### config.mk
export PLATFORM = sky130hd
export DESIGN_NAME = msrt_service_unit
export DESIGN_NICKNAME = d
export VERILOG_FILES = /design/src/msrt_pkg.sv /design/src/msrt_wr_if.sv /design/src/msrt_skid.sv /design/src/msrt_service_unit.sv
export VERILOG_INCLUDE_DIRS = /design/src
export SDC_FILE = /design/constraint.sdc
export NUM_CORES = 1
export LEC_CHECK = 0
export BUFFER_PORTS_ARGS = -buffer_cell sky130_fd_sc_hd__buf_2
export CORE_ASPECT_RATIO = 1.5
export CORE_MARGIN = 2
export CORE_UTILIZATION = 49
export CTS_CLUSTER_DIAMETER = 60
export DETAILED_ROUTE_END_ITERATION = 8
export HOLD_SLACK_MARGIN = 0.08
export PLACE_DENSITY_LB_ADDON = 0.15
export SETUP_SLACK_MARGIN = 0.1
export SYNTH_ARGS = -nofsm -noshare
export SYNTH_HDL_FRONTEND = slang
export SYNTH_HIERARCHICAL = 1
export SYNTH_SLANG_ARGS = --single-unit
### constraint.sdc
create_clock -name mclk_i -period 2.03 [get_ports mclk_i]
set_clock_uncertainty 0.1 [all_clocks]
set_input_delay 0 -clock mclk_i [delete_from_list [all_inputs] [get_ports mclk_i]]
set_output_delay 0 -clock mclk_i [all_outputs]
set_load 0.03 [all_outputs]
### src/msrt_regs.svh
// Behaviour
// [RULE_01] vector mode branches to handler, saving and later restoring pc and status word
// [RULE_02] macro service moves data without software, pc and status word untouched
// [RULE_03] type A copies the receive data register into the buffer each request
// [RULE_04] after the programmed number of transfers an end interrupt is raised
// [RULE_05] after the end interrupt the source is back in vector mode
// [RULE_06] end interrupt uses the receive-complete vector entry, address 0022H
// [RULE_07] channel locator holds the low address byte of the transfer count location
// [RULE_08] count location defaults to FEBFH, loaded with fifteen transfers
// [RULE_09] service-mode bit set means macro service instead of vector dispatch
// [RULE_10] bit rate is count clock over (k+1), over tap n, over 16
// [RULE_11] transfer count decrements per transfer, end interrupt when it reaches zero
// [RULE_12] buffer destination advances one byte per transfer
`ifndef MSRT_REGS_SVH
`define MSRT_REGS_SVH

// fixed vector entry of the receive-complete request
`define MSRT_VEC_RX        16'h0022
// high byte of the on-chip ram page holding the count location
`define MSRT_CNT_PAGE      8'hFE
// reset values of the worked receive channel
`define MSRT_LOCATOR_RST   8'hBF
`define MSRT_COUNT_RST     8'h0F
`define MSRT_BUF_BASE_RST  16'hFEB0
// bit rate divider control fields
`define MSRT_DIV_K_MSB     3
`define MSRT_DIV_K_LSB     0
`define MSRT_DIV_TAP_MSB   6
`define MSRT_DIV_TAP_LSB   4
// oversampling ratio of the receiver
`define MSRT_OVERSAMPLE    5'h10

`endif

### src/msrt_pkg.sv
package msrt_pkg;
    typedef logic [7:0]  msrt_byte_t;
    typedef logic [15:0] msrt_addr_t;
    typedef enum logic [1:0] {
        ST_IDLE,
        ST_XFER,
        ST_VECT,
        ST_HANDLER
    } msrt_state_e;
endpackage

### src/msrt_wr_if.sv
`timescale 1ns/1ns
interface msrt_wr_if;
    logic                valid;
    logic                ready;
    msrt_pkg::msrt_addr_t addr;
    msrt_pkg::msrt_byte_t data;
    modport src (output valid, output addr, output data, input ready);
    modport snk (input valid, input addr, input data, output ready);
endinterface

### src/msrt_skid.sv
`timescale 1ns/1ns
// two-entry buffer: the spare slot holds a word while the sink stalls
module msrt_skid (
    input  wire logic                 mclk_i,
    input  wire logic                 rstn_i,
    msrt_wr_if.snk                    in_if,
    output logic                      out_valid_o,
    output msrt_pkg::msrt_addr_t      out_addr_o,
    output msrt_pkg::msrt_byte_t      out_data_o,
    input  wire logic                 out_ready_i
);
    import msrt_pkg::*;

    logic       spare_valid_reg;
    msrt_addr_t spare_addr_reg;
    msrt_byte_t spare_data_reg;
    logic       push;
    logic       pop;

    // ready only reflects the spare slot, so it never depends on the sink combinationally
    assign in_if.ready = ~spare_valid_reg;
    assign push        = in_if.valid & ~spare_valid_reg;
    assign pop         = out_valid_o & out_ready_i;

    // head and spare slot movement
    always_ff @(posedge mclk_i or negedge rstn_i) begin
        if (!rstn_i) begin
            out_valid_o     <= 1'b0;
            out_addr_o      <= 16'h0000;
            out_data_o      <= 8'h00;
            spare_valid_reg <= 1'b0;
            spare_addr_reg  <= 16'h0000;
            spare_data_reg  <= 8'h00;
        end else if (!out_valid_o || pop) begin
            if (spare_valid_reg) begin
                out_valid_o     <= 1'b1;
                out_addr_o      <= spare_addr_reg;
                out_data_o      <= spare_data_reg;
                spare_valid_reg <= 1'b0;
            end else begin
                out_valid_o <= push;
                if (push) begin
                    out_addr_o <= in_if.addr;
                    out_data_o <= in_if.data;
                end
            end
        end else if (push) begin
            spare_valid_reg <= 1'b1;
            spare_addr_reg  <= in_if.addr;
            spare_data_reg  <= in_if.data;
        end
    end
endmodule // msrt_skid

### src/msrt_service_unit.sv
`timescale 1ns/1ns
`include "msrt_regs.svh"
// interrupt service unit for the receive-complete source: vector or macro service
module msrt_service_unit (
    input  wire logic                 mclk_i,
    input  wire logic                 rstn_i,
    // request from the receiver and its data register
    input  wire logic                 uart_receive_complete_request_i,
    input  wire msrt_pkg::msrt_byte_t rx_data_i,
    // software control of the channel
    input  wire logic                 service_mode_set_i,
    input  wire logic                 count_load_i,
    input  wire msrt_pkg::msrt_byte_t count_value_i,
    input  wire msrt_pkg::msrt_byte_t channel_locator_i,
    input  wire msrt_pkg::msrt_addr_t buffer_base_i,
    output logic                      service_mode_select_high_o,
    output msrt_pkg::msrt_byte_t      transfer_count_register_o,
    output msrt_pkg::msrt_addr_t      count_addr_o,
    // buffer write port
    output logic                      mem_wr_o,
    output msrt_pkg::msrt_addr_t      mem_addr_o,
    output msrt_pkg::msrt_byte_t      mem_data_o,
    input  wire logic                 mem_ready_i,
    // vector dispatch to the cpu core
    output logic                      vector_req_o,
    output msrt_pkg::msrt_addr_t      vector_addr_o,
    output logic                      end_service_o,
    input  wire logic                 vector_ack_i,
    input  wire msrt_pkg::msrt_addr_t cpu_pc_i,
    input  wire msrt_pkg::msrt_byte_t cpu_psw_i,
    input  wire logic                 return_i,
    output logic                      restore_o,
    output msrt_pkg::msrt_addr_t      restore_pc_o,
    output msrt_pkg::msrt_byte_t      restore_psw_o,
    // bit rate generator
    input  wire msrt_pkg::msrt_byte_t bit_rate_divider_control_i,
    output logic                      sample_tick_o,
    output logic                      bit_tick_o
);
    import msrt_pkg::*;

    msrt_state_e state_reg;
    logic        pending_reg;
    msrt_byte_t  rx_hold_reg;
    msrt_byte_t  count_reg;
    msrt_byte_t  locator_reg;
    msrt_addr_t  dest_reg;
    logic        mode_reg;
    msrt_addr_t  saved_pc_reg;
    msrt_byte_t  saved_psw_reg;
    logic        take;
    logic        xfer_done;
    logic        last_xfer;
    logic [3:0]  k_cnt_reg;
    logic [6:0]  n_cnt_reg;
    logic [3:0]  os_cnt_reg;
    logic [3:0]  div_k;
    logic [6:0]  div_n_last;

    msrt_wr_if wr ();

    // one request is taken from idle; decoding is shared by several processes
    assign take      = (state_reg == ST_IDLE) && pending_reg;
    assign xfer_done = (state_reg == ST_XFER) && wr.ready;
    assign last_xfer = xfer_done && (count_reg <= 8'h01);

    // request latch; a new request in the cycle it is taken keeps it pending
    always_ff @(posedge mclk_i or negedge rstn_i) begin
        if (!rstn_i) begin
            pending_reg <= 1'b0;
        end else if (uart_receive_complete_request_i) begin
            pending_reg <= 1'b1;
        end else if (take) begin
            pending_reg <= 1'b0;
        end
    end

    // receive data register is sampled with its request
    always_ff @(posedge mclk_i or negedge rstn_i) begin
        if (!rstn_i) begin
            rx_hold_reg <= 8'h00;
        end else if (uart_receive_complete_request_i) begin
            rx_hold_reg <= rx_data_i;
        end
    end

    // service mode bit: software sets it, the end of a block drops it
    always_ff @(posedge mclk_i or negedge rstn_i) begin
        if (!rstn_i) begin
            mode_reg <= 1'b0;
        end else if (service_mode_set_i) begin
            mode_reg <= 1'b1;
        // [RULE_05] back to vector
        end else if (last_xfer) begin
            mode_reg <= 1'b0;
        end
    end

    // channel control data: count, locator and buffer pointer
    always_ff @(posedge mclk_i or negedge rstn_i) begin
        if (!rstn_i) begin
            // [RULE_08] worked channel defaults
            count_reg   <= `MSRT_COUNT_RST;
            locator_reg <= `MSRT_LOCATOR_RST;
            dest_reg    <= `MSRT_BUF_BASE_RST;
        end else if (count_load_i) begin
            count_reg   <= count_value_i;
            locator_reg <= channel_locator_i;
            dest_reg    <= buffer_base_i;
        end else if (xfer_done) begin
            // [RULE_11] count down per transfer
            count_reg <= (count_reg == 8'h00) ? 8'h00 : count_reg - 8'h01;
            // [RULE_12] next buffer byte
            dest_reg  <= dest_reg + 16'h0001;
        end
    end

    // [RULE_07] locator gives the count location
    always_ff @(posedge mclk_i or negedge rstn_i) begin
        if (!rstn_i) begin
            count_addr_o              <= {`MSRT_CNT_PAGE, `MSRT_LOCATOR_RST};
            transfer_count_register_o <= `MSRT_COUNT_RST;
            service_mode_select_high_o <= 1'b0;
        end else begin
            count_addr_o              <= {`MSRT_CNT_PAGE, locator_reg};
            transfer_count_register_o <= count_reg;
            service_mode_select_high_o <= mode_reg;
        end
    end

    // service sequencer
    always_ff @(posedge mclk_i or negedge rstn_i) begin
        if (!rstn_i) begin
            state_reg     <= ST_IDLE;
            end_service_o <= 1'b0;
        end else begin
            case (state_reg)
                ST_IDLE: begin
                    // [RULE_09] mode bit picks macro service
                    if (take && mode_reg) begin
                        state_reg <= ST_XFER;
                    end else if (take) begin
                        state_reg     <= ST_VECT;
                        end_service_o <= 1'b0;
                    end
                end
                ST_XFER: begin
                    // [RULE_04] end interrupt after last
                    if (last_xfer) begin
                        state_reg     <= ST_VECT;
                        end_service_o <= 1'b1;
                    end else if (xfer_done) begin
                        // [RULE_02] no software involvement
                        state_reg <= ST_IDLE;
                    end
                end
                ST_VECT: begin
                    if (vector_ack_i) begin
                        state_reg <= ST_HANDLER;
                    end
                end
                default: begin
                    if (return_i) begin
                        state_reg     <= ST_IDLE;
                        end_service_o <= 1'b0;
                    end
                end
            endcase
        end
    end

    // [RULE_03] receive data into buffer
    assign wr.valid = (state_reg == ST_XFER);
    assign wr.addr  = dest_reg;
    assign wr.data  = rx_hold_reg;

    // the buffer absorbs a stalled write so the next request is not held up at once
    msrt_skid u_skid (
        .mclk_i      (mclk_i),
        .rstn_i      (rstn_i),
        .in_if       (wr),
        .out_valid_o (mem_wr_o),
        .out_addr_o  (mem_addr_o),
        .out_data_o  (mem_data_o),
        .out_ready_i (mem_ready_i)
    );

    // [RULE_06] fixed vector entry
    always_ff @(posedge mclk_i or negedge rstn_i) begin
        if (!rstn_i) begin
            vector_req_o  <= 1'b0;
            vector_addr_o <= `MSRT_VEC_RX;
        end else begin
            vector_req_o  <= (take && !mode_reg) || last_xfer ||
                             ((state_reg == ST_VECT) && !vector_ack_i);
            vector_addr_o <= `MSRT_VEC_RX;
        end
    end

    // [RULE_01] save and restore context
    always_ff @(posedge mclk_i or negedge rstn_i) begin
        if (!rstn_i) begin
            saved_pc_reg  <= 16'h0000;
            saved_psw_reg <= 8'h00;
            restore_o     <= 1'b0;
            restore_pc_o  <= 16'h0000;
            restore_psw_o <= 8'h00;
        end else begin
            restore_o <= (state_reg == ST_HANDLER) && return_i;
            if ((state_reg == ST_VECT) && vector_ack_i) begin
                saved_pc_reg  <= cpu_pc_i;
                saved_psw_reg <= cpu_psw_i;
            end
            if ((state_reg == ST_HANDLER) && return_i) begin
                restore_pc_o  <= saved_pc_reg;
                restore_psw_o <= saved_psw_reg;
            end
        end
    end

    // [RULE_10] divisor fields of the control byte
    assign div_k      = bit_rate_divider_control_i[`MSRT_DIV_K_MSB:`MSRT_DIV_K_LSB];
    assign div_n_last = 7'(({4'h0, 3'h1} <<
                        bit_rate_divider_control_i[`MSRT_DIV_TAP_MSB:`MSRT_DIV_TAP_LSB]) - 7'h01);

    // [RULE_10] divide by k+1, tap n, then 16
    always_ff @(posedge mclk_i or negedge rstn_i) begin
        if (!rstn_i) begin
            k_cnt_reg     <= 4'h0;
            n_cnt_reg     <= 7'h00;
            os_cnt_reg    <= 4'h0;
            sample_tick_o <= 1'b0;
            bit_tick_o    <= 1'b0;
        end else begin
            sample_tick_o <= 1'b0;
            bit_tick_o    <= 1'b0;
            if (k_cnt_reg >= div_k) begin
                k_cnt_reg <= 4'h0;
                if (n_cnt_reg >= div_n_last) begin
                    n_cnt_reg     <= 7'h00;
                    sample_tick_o <= 1'b1;
                    os_cnt_reg    <= os_cnt_reg + 4'h1;
                    bit_tick_o    <= ({1'b0, os_cnt_reg} == `MSRT_OVERSAMPLE - 5'h01);
                end else begin
                    n_cnt_reg <= n_cnt_reg + 7'h01;
                end
            end else begin
                k_cnt_reg <= k_cnt_reg + 4'h1;
            end
        end
    end

    a_vec_entry_fixed: assert property (@(posedge mclk_i) disable iff (!rstn_i) // [RULE_06]
        vector_req_o |-> vector_addr_o == `MSRT_VEC_RX)
        else $error("vector address is not the receive entry");

    a_mode_dispatch: assert property (@(posedge mclk_i) disable iff (!rstn_i) // [RULE_09]
        (take && mode_reg) |=> (state_reg == ST_XFER) && !vector_req_o)
        else $error("macro service request was not transferred");

    a_data_capture: assert property (@(posedge mclk_i) disable iff (!rstn_i) // [RULE_03]
        (uart_receive_complete_request_i && state_reg == ST_IDLE && !pending_reg
         && mode_reg && !count_load_i) |-> ##2 (wr.valid && wr.data == $past(rx_data_i, 2)))
        else $error("received byte not offered to buffer");

    a_count_step: assert property (@(posedge mclk_i) disable iff (!rstn_i) // [RULE_11]
        (xfer_done && !count_load_i && count_reg != 8'h00)
        |=> count_reg == $past(count_reg) - 8'h01)
        else $error("transfer count did not step down");

    a_dest_step: assert property (@(posedge mclk_i) disable iff (!rstn_i) // [RULE_12]
        (xfer_done && !count_load_i) |=> dest_reg == $past(dest_reg) + 16'h0001)
        else $error("buffer pointer did not advance");

    a_end_raised: assert property (@(posedge mclk_i) disable iff (!rstn_i) // [RULE_04]
        last_xfer |=> vector_req_o && end_service_o)
        else $error("end interrupt missing after last transfer");

    a_end_vector_mode: assert property (@(posedge mclk_i) disable iff (!rstn_i) // [RULE_05]
        (last_xfer && !service_mode_set_i) |=> !mode_reg ##1 !service_mode_select_high_o)
        else $error("source not back in vector mode");

    a_macro_keeps_pc: assert property (@(posedge mclk_i) disable iff (!rstn_i) // [RULE_02]
        (xfer_done && !last_xfer) |=> (!vector_req_o && !restore_o) [*2])
        else $error("macro transfer disturbed program flow");

    a_context_restore: assert property (@(posedge mclk_i) disable iff (!rstn_i) // [RULE_01]
        ((state_reg == ST_VECT) && vector_ack_i) ##1 (return_i [*1])
        |=> restore_o && restore_pc_o == $past(cpu_pc_i, 2)
            && restore_psw_o == $past(cpu_psw_i, 2))
        else $error("saved context not restored");

    a_vector_dispatch: assert property (@(posedge mclk_i) disable iff (!rstn_i) // [RULE_09]
        (take && !mode_reg) |=> vector_req_o && !end_service_o && !wr.valid)
        else $error("vector mode request did not reach the cpu");

    // the locator is registered twice on its way out, so the new location shows two edges on
    a_locator_addr: assert property (@(posedge mclk_i) disable iff (!rstn_i) // [RULE_07]
        count_load_i |-> ##2 count_addr_o == {`MSRT_CNT_PAGE, $past(channel_locator_i, 2)})
        else $error("count location does not follow the locator");

    a_bit_on_sample: assert property (@(posedge mclk_i) disable iff (!rstn_i) // [RULE_10]
        bit_tick_o |-> sample_tick_o)
        else $error("bit tick without a sample tick");
endmodule // msrt_service_unit

==> metrics.csv, run 1 <==
stage,metric,value,unit
place,Area after DPL,0.00899,mm²
pwr,Leak Pwr,0.00490,µW
critical_path,Crit path max-delay family,simple AND/OR/NAND/NOR gates,
critical_path,worst r2r dst,n_cnt_reg[0]$_DFFE_PN0N_,
critical_path,largest stage delay on the critical path,400,ps
critical_path,CP bufs+invs,1,
pwr,Net Sw Power,5290,µW
place,pre-CTS WS,34.6,ps
timing,Final setup viols,0,
cts,CTS root buf,clkbuf_16,
yosys,Mapped Area,0.00799,mm²
yosys,synthesis warning total,6,
place,Final GP Congestion,0.824,
global_routing,Congestion Overflow GR,0,
critical_path,"Req. time, crit path",2240,ps
timing,Tcrit/Tclk final,0.974,
place,Port Buf Inserts,149,
final_layout,post-route cell area,0.0107,mm²
timing,setup TNS,0,ps
floorplanning,row count,57,
yosys,"top cells by area, synth","dfrtp_1 (46%), mux2_2 (19%), dfstp_2 (11%)",
routing,WL final,17300,µm
flow_run,Max-Cap Viols,0,
critical_path,"Max stage delay cell, worst path",a2111oi_4,
cts,clock buffer count from CTS,17,
worst_hold_path,min-delay src,bit_rate_divider_control_i[3],
floorplanning,starting density of the core,0.498,
place,placed cells,955,
final_layout,footprint of the multi-input gates,0.00325,mm²
routing,first-pass iteration count of the detailed router,4,
pwr,Switching Fraction,0.356,
cts,H-tree levels,4,
cts,CTS tree,built,
yosys,"Seq/Total Area, Yosys",0.566,
timing,"Min Clock Period, post-route",1980,ps
timing,Fin. Hold Viols,0,
final_layout,layout cells sized above 1,0.471,
routing,post-route ant nets,0,
critical_path,CP startpoint,k_cnt_reg[0]$_DFF_PN0_,
pwr,Cell Pwr Density,1390,mW/mm²
timing,relative slew slack,0.654,
global_routing,Global Route Usage Sum,0.208,
outcome,run status,completed,
pwr,VDD IR-drop max,857,µV
cts,clock latency on the worst-skew pair,420,ps
yosys,syn_area_per_cell,13.2,µm²
routing,total vias in the final route,5496,
timing,setup ws final,53.3,ps
global_routing,largest net degree at the start of global routing,66,
yosys,Yosys reg bits,179,
routing,DRT iter0 DRCs,159,
yosys,post-synth top area cell,dfrtp_1,
worst_hold_path,depth of the worst hold-timing path,7,
final_layout,Layout Nets,968,
critical_path,crit path max fanout,4,
floorplanning,die area,0.0174,mm²
final_layout,Fillers,1211,
critical_path,Setup Crit Path Kind,reg -> reg,
place,Final HPWL DP,11400,µm
critical_path,Reg2Reg Depth,7,
timing,f_max,506,MHz
floorplanning,Chip Height,160,µm
critical_path,reg2reg start,k_cnt_reg[0]$_DFF_PN0_,
critical_path,crit path cell chain,inv_1 -> ha_1 -> nand2b_4 -> a2111oi_4 -> or2_4 -> nor2_4 -> mux2_4,
routing,DR vias/cell,5.04,
cts,clock-pin transition on the worst setup and hold timing paths,70,ps
pwr,Logic pwr share,0.397,
cts,clock tree buffer depth,2,
timing,fin. max-slew vios,0,
floorplanning,chip width,108,µm
floorplanning,I/O pin count,175,
critical_path,Worst Path Arrival,2180,ps
routing,residual DRC count,0,
pwr,Int Pwr,9570,µW
routing,Avg WL per Cell,15.8,µm
global_routing,global-route wire length before repair,28300,µm
global_routing,vias in the first global route,5895,
critical_path,reg2reg setup slack,50,ps
yosys,Synth cell types,61,
critical_path,Setup crit start kind,flip-flop,
cts,clk sinks,179,
timing,Worst Tran Pin Value,519,ps
yosys,share of the synthesized area in the top cell type,0.461,
final_layout,synthesis-to-finish area growth,33.6,%
critical_path,CP Capture Type,flip-flop,
global_routing,initial antenna violation count,0,
pwr,clock share of power,0.219,
worst_hold_path,Worst Hold Path EP,k_cnt_reg[2]$_DFF_PN0_,
final_layout,FF/Latch Area,0.00452,mm²
pwr,PnR Total Power,14900,µW
timing,RSZ-0062 raised after global routing,yes,
floorplanning,core area,0.0160,mm²
worst_hold_path,type of the tightest min-delay check,in -> reg,
final_layout,ANT cells,0,
final_layout,final std cells w/o fill,1090,
yosys,Cells after Synth,604,
pwr,sequential share of power,0.384,
synthesized netlist by cell type (all sizes together):
library cell  count
or4               2
xor2             12
o21ai            35
nor2             16
and4              3
nor3b             2
a211oi            2
mux2            139
dfstp            32
nor2b             8
nor4              4
a211o             1
conb              2
a221oi            2
nor3              4
nand3            13
a21oi            16
o2111a            1
or3               1
and3              7
clkbuf            7
inv              15
xnor2             8
a22o              3
o211ai            1
a22oi             1
ha               17
mux2i             1
a2111oi           1
nand3b            1
o31ai             1
and3b             1
nand4             6
o2111ai           1
a21o              1
and2              2
nand2            40
buf              41
o21a              1
nand2b            4
dfrtp           147
or2               2
cell usage in the layout, fill, tap and decap left out, types with 3 or more instances in the layout:
master	instances
nand2b_4	3
and4_1	3
dfstp_2	32
a22o_1	3
conb_1	24
buf_12	5
o21ai_0	17
inv_6	3
dfrtp_1	145
buf_2	149
buf_6	5
ha_1	15
buf_4	20
xnor2_1	7
inv_1	14
o21ai_1	16
and3_1	6
nand4_1	6
clkbuf_16	17
nor2_1	13
clkinvlp_4	3
dlygate4sd3_1	95
xor2_1	12
a21oi_1	14
nand3_1	12
clkinv_4	3
nor3_1	3
nand2_1	37
nor2_4	3
mux2_2	137
nor2b_1	5
what timing repair did:
item,4_1_cts,5_1_grt
endpoints found under the setup margin,9,18
gates resized for setup,6,19
gates cloned,0,1
buffers inserted,3,6
hold buffers,95,0
pin swaps,4,9
endpoints found under the hold margin,252,0
routing by layer:
layer,global-route usage,share of wire,wire (µm),up-vias
met5,0,0,0,-
met3,0.0588,0.052,900,21
met4,0.0664,0.016,282,0
li1,-,-,-,2605
met2,0.374,0.54,9250,128
met1,0.236,0.40,6830,2742
power groups by stage:
stage	Combinational, µW	Sequential [µW]	Clock (µW)
finish	5890	5710	3250
global route	6390	5890	3470
CTS	5760	5720	3340
detailed placement	5470	5760	0
global placement	5310	5670	0
floorplan	3020	6700	0
final cells by class:
class                      count  share of cell area
multi-input combinational    384               0.304
timing repair buffer         274               0.188
sequential                   179               0.424
clock inverter                13              0.0142
tap                          206              0.0242
clock buffer                  19              0.0406
inverter                      15             0.00528
through the flow:
step                       util  hold WS (ps)
after global placement    0.560          -257
after floorplan               -          -396
after detailed placement  0.560          -255
after CTS                 0.658           183
after global routing      0.665           214
final                     0.665           197
worst max-delay path by stage:
stage	cells after the start	end
2_1_floorplan	8	n_cnt_reg[0]$_DFFE_PN0N_
3_3_place_gp	9	os_cnt_reg[1]$_DFFE_PN0P_
3_5_place_dp	9	os_cnt_reg[1]$_DFFE_PN0P_
4_1_cts	7	n_cnt_reg[0]$_DFFE_PN0N_
5_1_grt	7	n_cnt_reg[0]$_DFFE_PN0N_
6_report	7	n_cnt_reg[0]$_DFFE_PN0N_
cells by family after synthesis:
| family | count (synthesis) | synth area share |
|---|---|---|
| flip-flops | 179 | 0.566 |
| multiplexers | 140 | 0.198 |
| AND/OR/NAND/NOR | 116 | 0.0838 |
| AO/OA/AOI/OAI | 67 | 0.0540 |
| buffers and inverters | 63 | 0.0492 |
| XOR/XNOR | 20 | 0.0219 |
| adder cells (fa/ha/maj) | 17 | 0.0266 |
| other | 2 | 0.000940 |
worst register-to-register path: stages, from the launching register on:
cell and delay [ps]:
dfrtp_1 380, inv_1 60, ha_1 260, nand2b_4 150
a2111oi_4 410, or2_4 220, nor2_4 50, mux2_4 250
(Power assumes the default switching activity.)
==> run 2, diff against run 1 <==
--- a/config.mk
+++ b/config.mk
@@ -6,6 +6,7 @@
 export SDC_FILE = /design/constraint.sdc
 export NUM_CORES = 1
 export LEC_CHECK = 0
+export ABC_AREA = 1
 export BUFFER_PORTS_ARGS = -buffer_cell sky130_fd_sc_hd__buf_2
 export CORE_ASPECT_RATIO = 1.5
 export CORE_MARGIN = 2
@@ -17,5 +18,4 @@
 export SETUP_SLACK_MARGIN = 0.1
 export SYNTH_ARGS = -nofsm -noshare
 export SYNTH_HDL_FRONTEND = slang
-export SYNTH_HIERARCHICAL = 1
 export SYNTH_SLANG_ARGS = --single-unit
==> run 2 against run 1 <==
Compared with the run above:
- clock power increased by 6.2%
- sequential share of layout area decreased by 1.0 points
- critical path depth decreased by 1
- highest routed layer unchanged
==> metrics.csv, run 2 <==
stage,metric,value,unit,change
place,placed cells,1272,,+33%
critical_path,Reg2Reg Depth,8,,+1
global_routing,largest net degree at the start of global routing,45,,-32%
cts,clk sinks,179,,unchanged
critical_path,crit path cell chain,dlygate4sd3_1 -> buf_2 -> nand2_1 -> dlygate4sd3_1 -> o21ai_0 -> dlygate4sd3_1,,
global_routing,initial antenna violation count,0,,unchanged
final_layout,footprint of the multi-input gates,0.00314,mm²,-3.2%
final_layout,layout cells sized above 1,0.228,,-0.242
pwr,clock share of power,0.232,,+0.013
critical_path,CP dominant cell by count,dlygate4sd3_1,,
critical_path,reg2reg setup slack,280,ps,+230 ps
critical_path,worst r2r dst,n_cnt_reg[4]$_DFFE_PN0N_,,
routing,residual DRC count,0,,unchanged
worst_hold_path,Worst Hold Path EP,count_reg[1]$_DFFE_PN1P_,,
place,Area after DPL,0.00918,mm²,+2.1%
critical_path,crit path max fanout,17,,+13
pwr,Logic pwr share,0.377,,-0.020
floorplanning,core area,0.0163,mm²,+1.3%
pwr,VDD IR-drop max,852,µV,-0.58%
cts,CTS tree,built,,
yosys,post-synth top area cell,dfrtp_1,,
cts,clock buffer count from CTS,17,,unchanged
floorplanning,row count,57,,unchanged
cts,clock-pin transition on the worst setup and hold timing paths,60,ps,about the same
timing,Tcrit/Tclk final,0.920,,-0.0539
cts,clock latency on the worst-skew pair,430,ps,about the same
yosys,synthesis warning total,0,,-6
pwr,sequential share of power,0.392,,+0.008
worst_hold_path,type of the tightest min-delay check,in -> reg,,
critical_path,Setup crit start kind,input pin,,
timing,Worst Tran Pin Value,555,ps,+36.1 ps
yosys,"Seq/Total Area, Yosys",0.551,,-0.0143
place,Final GP Congestion,0.827,,+0.39%
global_routing,Congestion Overflow GR,0,,unchanged
critical_path,"Req. time, crit path",2290,ps,+50 ps
critical_path,CP Capture Type,flip-flop,,
yosys,Mapped Area,0.00820,mm²,+2.6%
pwr,Net Sw Power,5870,µW,+11%
routing,DR vias/cell,4.87,,-3.5%
final_layout,post-route cell area,0.0109,mm²,+2.4%
timing,"Min Clock Period, post-route",1870,ps,-109 ps
final_layout,synthesis-to-finish area growth,33.4,%,
pwr,Leak Pwr,0.00554,µW,+13%
pwr,Int Pwr,9020,µW,-5.7%
floorplanning,starting density of the core,0.504,,+0.00622
flow_run,Max-Cap Viols,0,,unchanged
timing,relative slew slack,0.630,,-0.0241
routing,total vias in the final route,6887,,+25%
timing,fin. max-slew vios,0,,unchanged
final_layout,Layout Nets,1297,,+34%
floorplanning,chip width,110,µm,+1.2%
yosys,"top cells by area, synth","dfrtp_1 (45%), nand2_1 (15%), dfstp_2 (10%)",,
final_layout,final std cells w/o fill,1415,,+30%
cts,H-tree levels,4,,unchanged
routing,Avg WL per Cell,13.7,µm,-14%
yosys,share of the synthesized area in the top cell type,0.449,,-0.0117
timing,RSZ-0062 raised after global routing,yes,,
pwr,Cell Pwr Density,1360,mW/mm²,-2.2%
cts,CTS root buf,clkbuf_16,,
global_routing,Global Route Usage Sum,0.227,,+0.0185
final_layout,most frequent cells in the layout,"nand2_1 (321), buf_2 (148), dfrtp_1 (147)",,
floorplanning,Chip Height,162,µm,+1.3%
yosys,Yosys reg bits,179,,unchanged
place,Port Buf Inserts,149,,unchanged
floorplanning,I/O pin count,175,,unchanged
timing,setup TNS,0,ps,unchanged
floorplanning,die area,0.0178,mm²,+2.5%
yosys,Synth cell types,35,,-43%
timing,Fin. Hold Viols,0,,unchanged
routing,first-pass iteration count of the detailed router,5,,+1
yosys,syn_area_per_cell,8.85,µm²,-33%
yosys,commonest cells in the synthesized netlist,"nand2_1 (322), dfrtp_1 (147), inv_1 (74)",,
yosys,Cells after Synth,926,,+53%
worst_hold_path,depth of the worst hold-timing path,4,,-3
final_layout,FF/Latch Area,0.00452,mm²,about the same
global_routing,global-route wire length before repair,31800,µm,+12%
pwr,Switching Fraction,0.394,,+0.0381
critical_path,Setup Crit Path Kind,in -> reg,,
critical_path,Worst Path Arrival,2130,ps,-50 ps
routing,WL final,19400,µm,+12%
yosys,Post-synth EDFFs,0,,unchanged
cts,clock tree buffer depth,2,,unchanged
timing,Final setup viols,0,,unchanged
final_layout,ANT cells,0,,unchanged
final_layout,"most common cell after layout, fill and taps aside",nand2_1,,
global_routing,vias in the first global route,6846,,+16%
critical_path,largest stage delay on the critical path,570,ps,+170 ps
critical_path,"Max stage delay cell, worst path",dlygate4sd3_1,,
final_layout,Fillers,1323,,+9.2%
yosys,asr flop ratio synth,1.00,,unchanged
critical_path,reg2reg start,n_cnt_reg[6]$_DFFE_PN0N_,,
timing,f_max,536,MHz,+5.9%
outcome,run status,completed,,
yosys,"count leader, synth",nand2_1,,
worst_hold_path,min-delay src,count_load_i,,
place,Final HPWL DP,13000,µm,+14%
routing,post-route ant nets,0,,unchanged
yosys,Post-synth top flop,dfrtp_1,,
routing,DRT iter0 DRCs,397,,+150%
==> run 2: cell count changes after synthesis, sizes merged, moves of 5 or more <==
| cell | previous run | this run |
|---|---|---|
| nand2 | 40 | 325 |
| mux2 | 139 | 25 |
| inv | 15 | 77 |
| nor2 | 16 | 75 |
| nand3 | 13 | 54 |
| a31oi | 0 | 25 |
| o21ai | 35 | 44 |
| a21oi | 16 | 8 |
| nor2b | 8 | 0 |
| and3 | 7 | 0 |
| o21bai | 0 | 6 |
| clkbuf | 7 | 12 |
| o211ai | 1 | 6 |
| xor2 | 12 | 7 |
==> run 2: worst max-delay path, delay by kind of cell <==
| kind | cells | cell delay [ps] |
|---|---|---|
| buffers and inverters | 4 | 1970 |
| AND/OR/NAND/NOR | 1 | 80 |
| AO/OA/AOI/OAI | 1 | 80 |
==> run 2: power groups by stage <==
stage                     combinational [µW]  clock (µW)  sequential (µW)
after floorplan                         2820           0             6830
after global placement                  5320           0             5840
after detailed placement                5420           0             5880
after CTS                               5620        3530             5830
after global routing                    6230        3680             6030
final                                   5600        3450             5830
==> run 2: worst max-delay path by stage <==
stage | depth (start not counted) | to | startpoint | slack (ps)
global placement | 7 | count_reg[1]$_DFFE_PN1P_ | count_reg[0]$_DFFE_PN1P_ | 190
detailed placement | 7 | count_reg[1]$_DFFE_PN1P_ | count_reg[0]$_DFFE_PN1P_ | 180
CTS | 7 | count_reg[1]$_DFFE_PN1P_ | count_reg[0]$_DFFE_PN1P_ | 160
floorplan | 7 | count_reg[5]$_DFFE_PN0P_ | count_reg[0]$_DFFE_PN1P_ | 420
global route | 8 | n_cnt_reg[4]$_DFFE_PN0N_ | n_cnt_reg[6]$_DFFE_PN0N_ | 50
finish | 6 | rx_hold_reg[7]$_DFFE_PN0P_ | uart_receive_complete_request_i | 160
==> run 2: final cells by class <==
cell class / count / share of cell area
clock buffers: 18 / 0.0393
clock inverters: 14 / 0.0174
inverters: 77 / 0.0269
multi-input cells: 638 / 0.288
flip-flops and latches: 179 / 0.413
well taps: 206 / 0.0236
repair buffers: 283 / 0.192
==> run 2: kinds of logic (layout without fill, tap and decap cells) <==
| group | count (synthesis) | in the layout | synth area share |
|---|---|---|---|
| xor gates and xnor gates | 11 | 11 | 0.0118 |
| muxes | 25 | 25 | 0.0348 |
| DFF | 179 | 179 | 0.551 |
| other | 2 | 24 | 0.000916 |
| adders and majority gates | 21 | 21 | 0.0321 |
| buffers and inverters | 131 | 392 | 0.0774 |
| AOI/OAI and AO/OA | 91 | 91 | 0.0638 |
| and+or+nand+nor | 466 | 466 | 0.228 |
==> run 2: metal layers <==
| metal | vias up | routed length, µm | track usage |
|---|---|---|---|
| li1 | 3439 | - | - |
| met1 | 3244 | 8110 | 0.268 |
| met2 | 179 | 10000 | 0.402 |
| met3 | 25 | 915 | 0.0492 |
| met4 | 0 | 289 | 0.0754 |
| met5 | - | 0 | 0 |
==> run 2: through the flow <==
step / power [µW] / hold slack, ps / utilization / worst slack [ps]
detailed placement: 11300 / -104 / 0.564 / 179
global route: 15900 / 165 / 0.672 / 54.2
global placement: 11200 / -108 / 0.564 / 189
finish: 14900 / 113 / 0.672 / 163
CTS: 15000 / 115 / 0.671 / 158
floorplan: 9650 / -396 / - / 416
==> run 2: timing repair <==
action                                  in CTS  in global routing
hold buffers                               111                  0
resized for setup                            0                  4
hold endpoints to repair                   267                  0
setup buffers                                0                  0
endpoints found under the setup margin       0                 23
==> run 3, diff against run 2 <==
--- a/config.mk
+++ b/config.mk
@@ -15,7 +15,7 @@
 export DETAILED_ROUTE_END_ITERATION = 8
 export HOLD_SLACK_MARGIN = 0.08
 export PLACE_DENSITY_LB_ADDON = 0.15
-export SETUP_SLACK_MARGIN = 0.1
+export SETUP_SLACK_MARGIN = 0.2
 export SYNTH_ARGS = -nofsm -noshare
 export SYNTH_HDL_FRONTEND = slang
 export SYNTH_SLANG_ARGS = --single-unit
==> run 3 against run 2 <==
Compared with the run above:
- cell area grew 0.42%
- first-iteration DRC count grew 6.8%
- via count shrank 0.32%
- register-to-register slack gained 20 ps
- die area is the same
- routed wire length grew 0.25%
- clock-buffer cell count is the same
- worst hold slack lost 5.8 ps
- clock power is essentially flat
- critical path type unchanged
- critical endpoint unchanged
==> metrics.csv, run 3 (synthesis gave the netlist of run 2 again) <==
stage,metric,value,unit,change
cts,clock tree buffer depth,2,,unchanged
pwr,VDD IR-drop max,852,µV,about the same
timing,relative slew slack,0.634,,+0.00449
routing,WL final,19400,µm,+0.25%
critical_path,Worst Path Arrival,1990,ps,-140 ps
timing,Fin. Hold Viols,0,,unchanged
routing,Avg WL per Cell,13.7,µm,about the same
cts,CTS root buf,clkbuf_16,,
pwr,Switching Fraction,0.394,,-0.000461
flow_run,Max-Cap Viols,0,,unchanged
critical_path,Setup crit start kind,input pin,,
critical_path,CP Capture Type,flip-flop,,
timing,f_max,560,MHz,+4.5%
floorplanning,die area,0.0178,mm²,unchanged
final_layout,utilization after layout,0.675,,+0.00285
routing,residual DRC count,0,,unchanged
routing,DR vias/cell,4.84,,-0.53%
timing,setup TNS,0,ps,unchanged
final_layout,"most common cell after layout, fill and taps aside",nand2_1,,
floorplanning,I/O pin count,175,,unchanged
timing,worst hold margin,108,ps,-5.75 ps
final_layout,synthesis-to-finish area growth,33.9,%,
pwr,Cell Pwr Density,1360,mW/mm²,-0.34%
routing,DRT iter0 DRCs,424,,+6.8%
final_layout,Layout Nets,1300,,+0.23%
pwr,sequential share of power,0.391,,about the same
routing,first-pass iteration count of the detailed router,5,,unchanged
global_routing,initial antenna violation count,0,,unchanged
place,pre-CTS WS,179,ps,unchanged
timing,RSZ-0062 raised after global routing,yes,,
pwr,Leak Pwr,0.00556,µW,+0.50%
timing,"Min Clock Period, post-route",1790,ps,-80.8 ps
final_layout,layout cells sized above 1,0.233,,+0.00521
final_layout,ANT cells,0,,unchanged
cts,CTS tree,built,,
outcome,run status,completed,,
floorplanning,starting density of the core,0.504,,unchanged
cts,clock buffer count from CTS,17,,unchanged
global_routing,Congestion Overflow GR,0,,unchanged
cts,clock-pin transition on the worst setup and hold timing paths,60,ps,about the same
timing,Final setup viols,0,,unchanged
global_routing,vias in the first global route,6854,,+0.12%
pwr,Int Pwr,9030,µW,+0.16%
floorplanning,row count,57,,unchanged
cts,clk sinks,179,,unchanged
final_layout,most frequent cells in the layout,"nand2_1 (320), dfrtp_1 (147), buf_2 (147)",,
timing,setup ws final,244,ps,+80.8 ps
pwr,Logic pwr share,0.378,,about the same
cts,clock latency on the worst-skew pair,420,ps,about the same
place,Final GP Congestion,0.827,,unchanged
floorplanning,chip width,110,µm,unchanged
global_routing,largest net degree at the start of global routing,45,,unchanged
pwr,clock share of power,0.231,,about the same
critical_path,crit path max fanout,17,,unchanged
cts,H-tree levels,4,,unchanged
place,Final HPWL DP,13000,µm,unchanged
critical_path,Setup Crit Path Kind,in -> reg,,
floorplanning,core area,0.0163,mm²,unchanged
final_layout,final std cells w/o fill,1418,,+0.21%
critical_path,"Req. time, crit path",2230,ps,-60 ps
global_routing,global-route wire length before repair,31800,µm,about the same
routing,post-route ant nets,0,,unchanged
global_routing,Global Route Usage Sum,0.227,,about the same
floorplanning,Chip Height,162,µm,unchanged
pwr,Net Sw Power,5860,µW,about the same
routing,total vias in the final route,6865,,-0.32%
place,Port Buf Inserts,149,,unchanged
timing,Worst Tran Pin Value,548,ps,-6.73 ps
place,placed cells,1272,,unchanged
worst_hold_path,type of the tightest min-delay check,in -> reg,,
timing,Tcrit/Tclk final,0.880,,-0.0398
timing,fin. max-slew vios,0,,unchanged
[run 3: power groups by stage]
| stage | clock network, µW | logic, µW | registers (µW) |
|---|---|---|---|
| floorplan | 0 | 2820 | 6830 |
| global placement | 0 | 5320 | 5840 |
| detailed placement | 0 | 5420 | 5880 |
| CTS | 3530 | 5620 | 5830 |
| global route | 3680 | 6260 | 6020 |
| finish | 3450 | 5630 | 5820 |
[run 3: final cells by class]
class,count,area (µm²)
fill,1319,5280
timing repair buffer,286,2130
tap,206,258
multi-input combinational,638,3160
clock buffer,18,429
inverter,77,294
clock inverter,14,190
sequential,179,4520
[run 3: worst max-delay path, cell delays in order]
cell and delay [ps]:
dlygate4sd3_1 570, buf_6 170, nand2_1 60, dlygate4sd3_1 540, o21ai_0 80, dlygate4sd3_1 560
[run 3: per-layer routing]
metal / share of wire / global-route usage / up-vias
met5: 0 / 0 / -
met3: 0.049 / 0.0492 / 25
met1: 0.42 / 0.268 / 3218
met4: 0.015 / 0.0754 / 0
li1: - / - / 3443
met2: 0.52 / 0.403 / 179
[run 3: final timing paths]
kind / start / to / slack [ps] / cells after the start
setup / recovery: uart_receive_complete_request_i / rx_hold_reg[7]$_DFFE_PN0P_ / 240 / 6
hold / removal: count_load_i / count_reg[1]$_DFFE_PN1P_ / 110 / 4
setup reg to reg: count_reg[0]$_DFFE_PN1P_ / count_reg[5]$_DFFE_PN0P_ / 300 / 7
hold reg to reg: count_reg[1]$_DFFE_PN1P_ / transfer_count_register_o[1]$_DFF_PN1_ / 270 / 0
max in group asynchronous: rstn_i / transfer_count_register_o[2]$_DFF_PN1_ / 1290 / 3
min in group asynchronous: rstn_i / dest_reg[4]$_DFFE_PN1P_ / 220 / 2
[run 3: per-stage QoR]
stage	total power, µW	instance area, µm²
final	14900	11000
after global routing	16000	11000
after CTS	15000	10900
after detailed placement	11300	9180
after global placement	11200	9180
after floorplan	9650	8280
[run 3: timing repair]
action,4_1_cts,5_1_grt
resized for setup,2,10
setup buffers,0,3
hold buffers,111,0
gates cloned,0,0
pin swaps,0,1
endpoints found under the hold margin,267,0
endpoints found under the setup margin,5,50
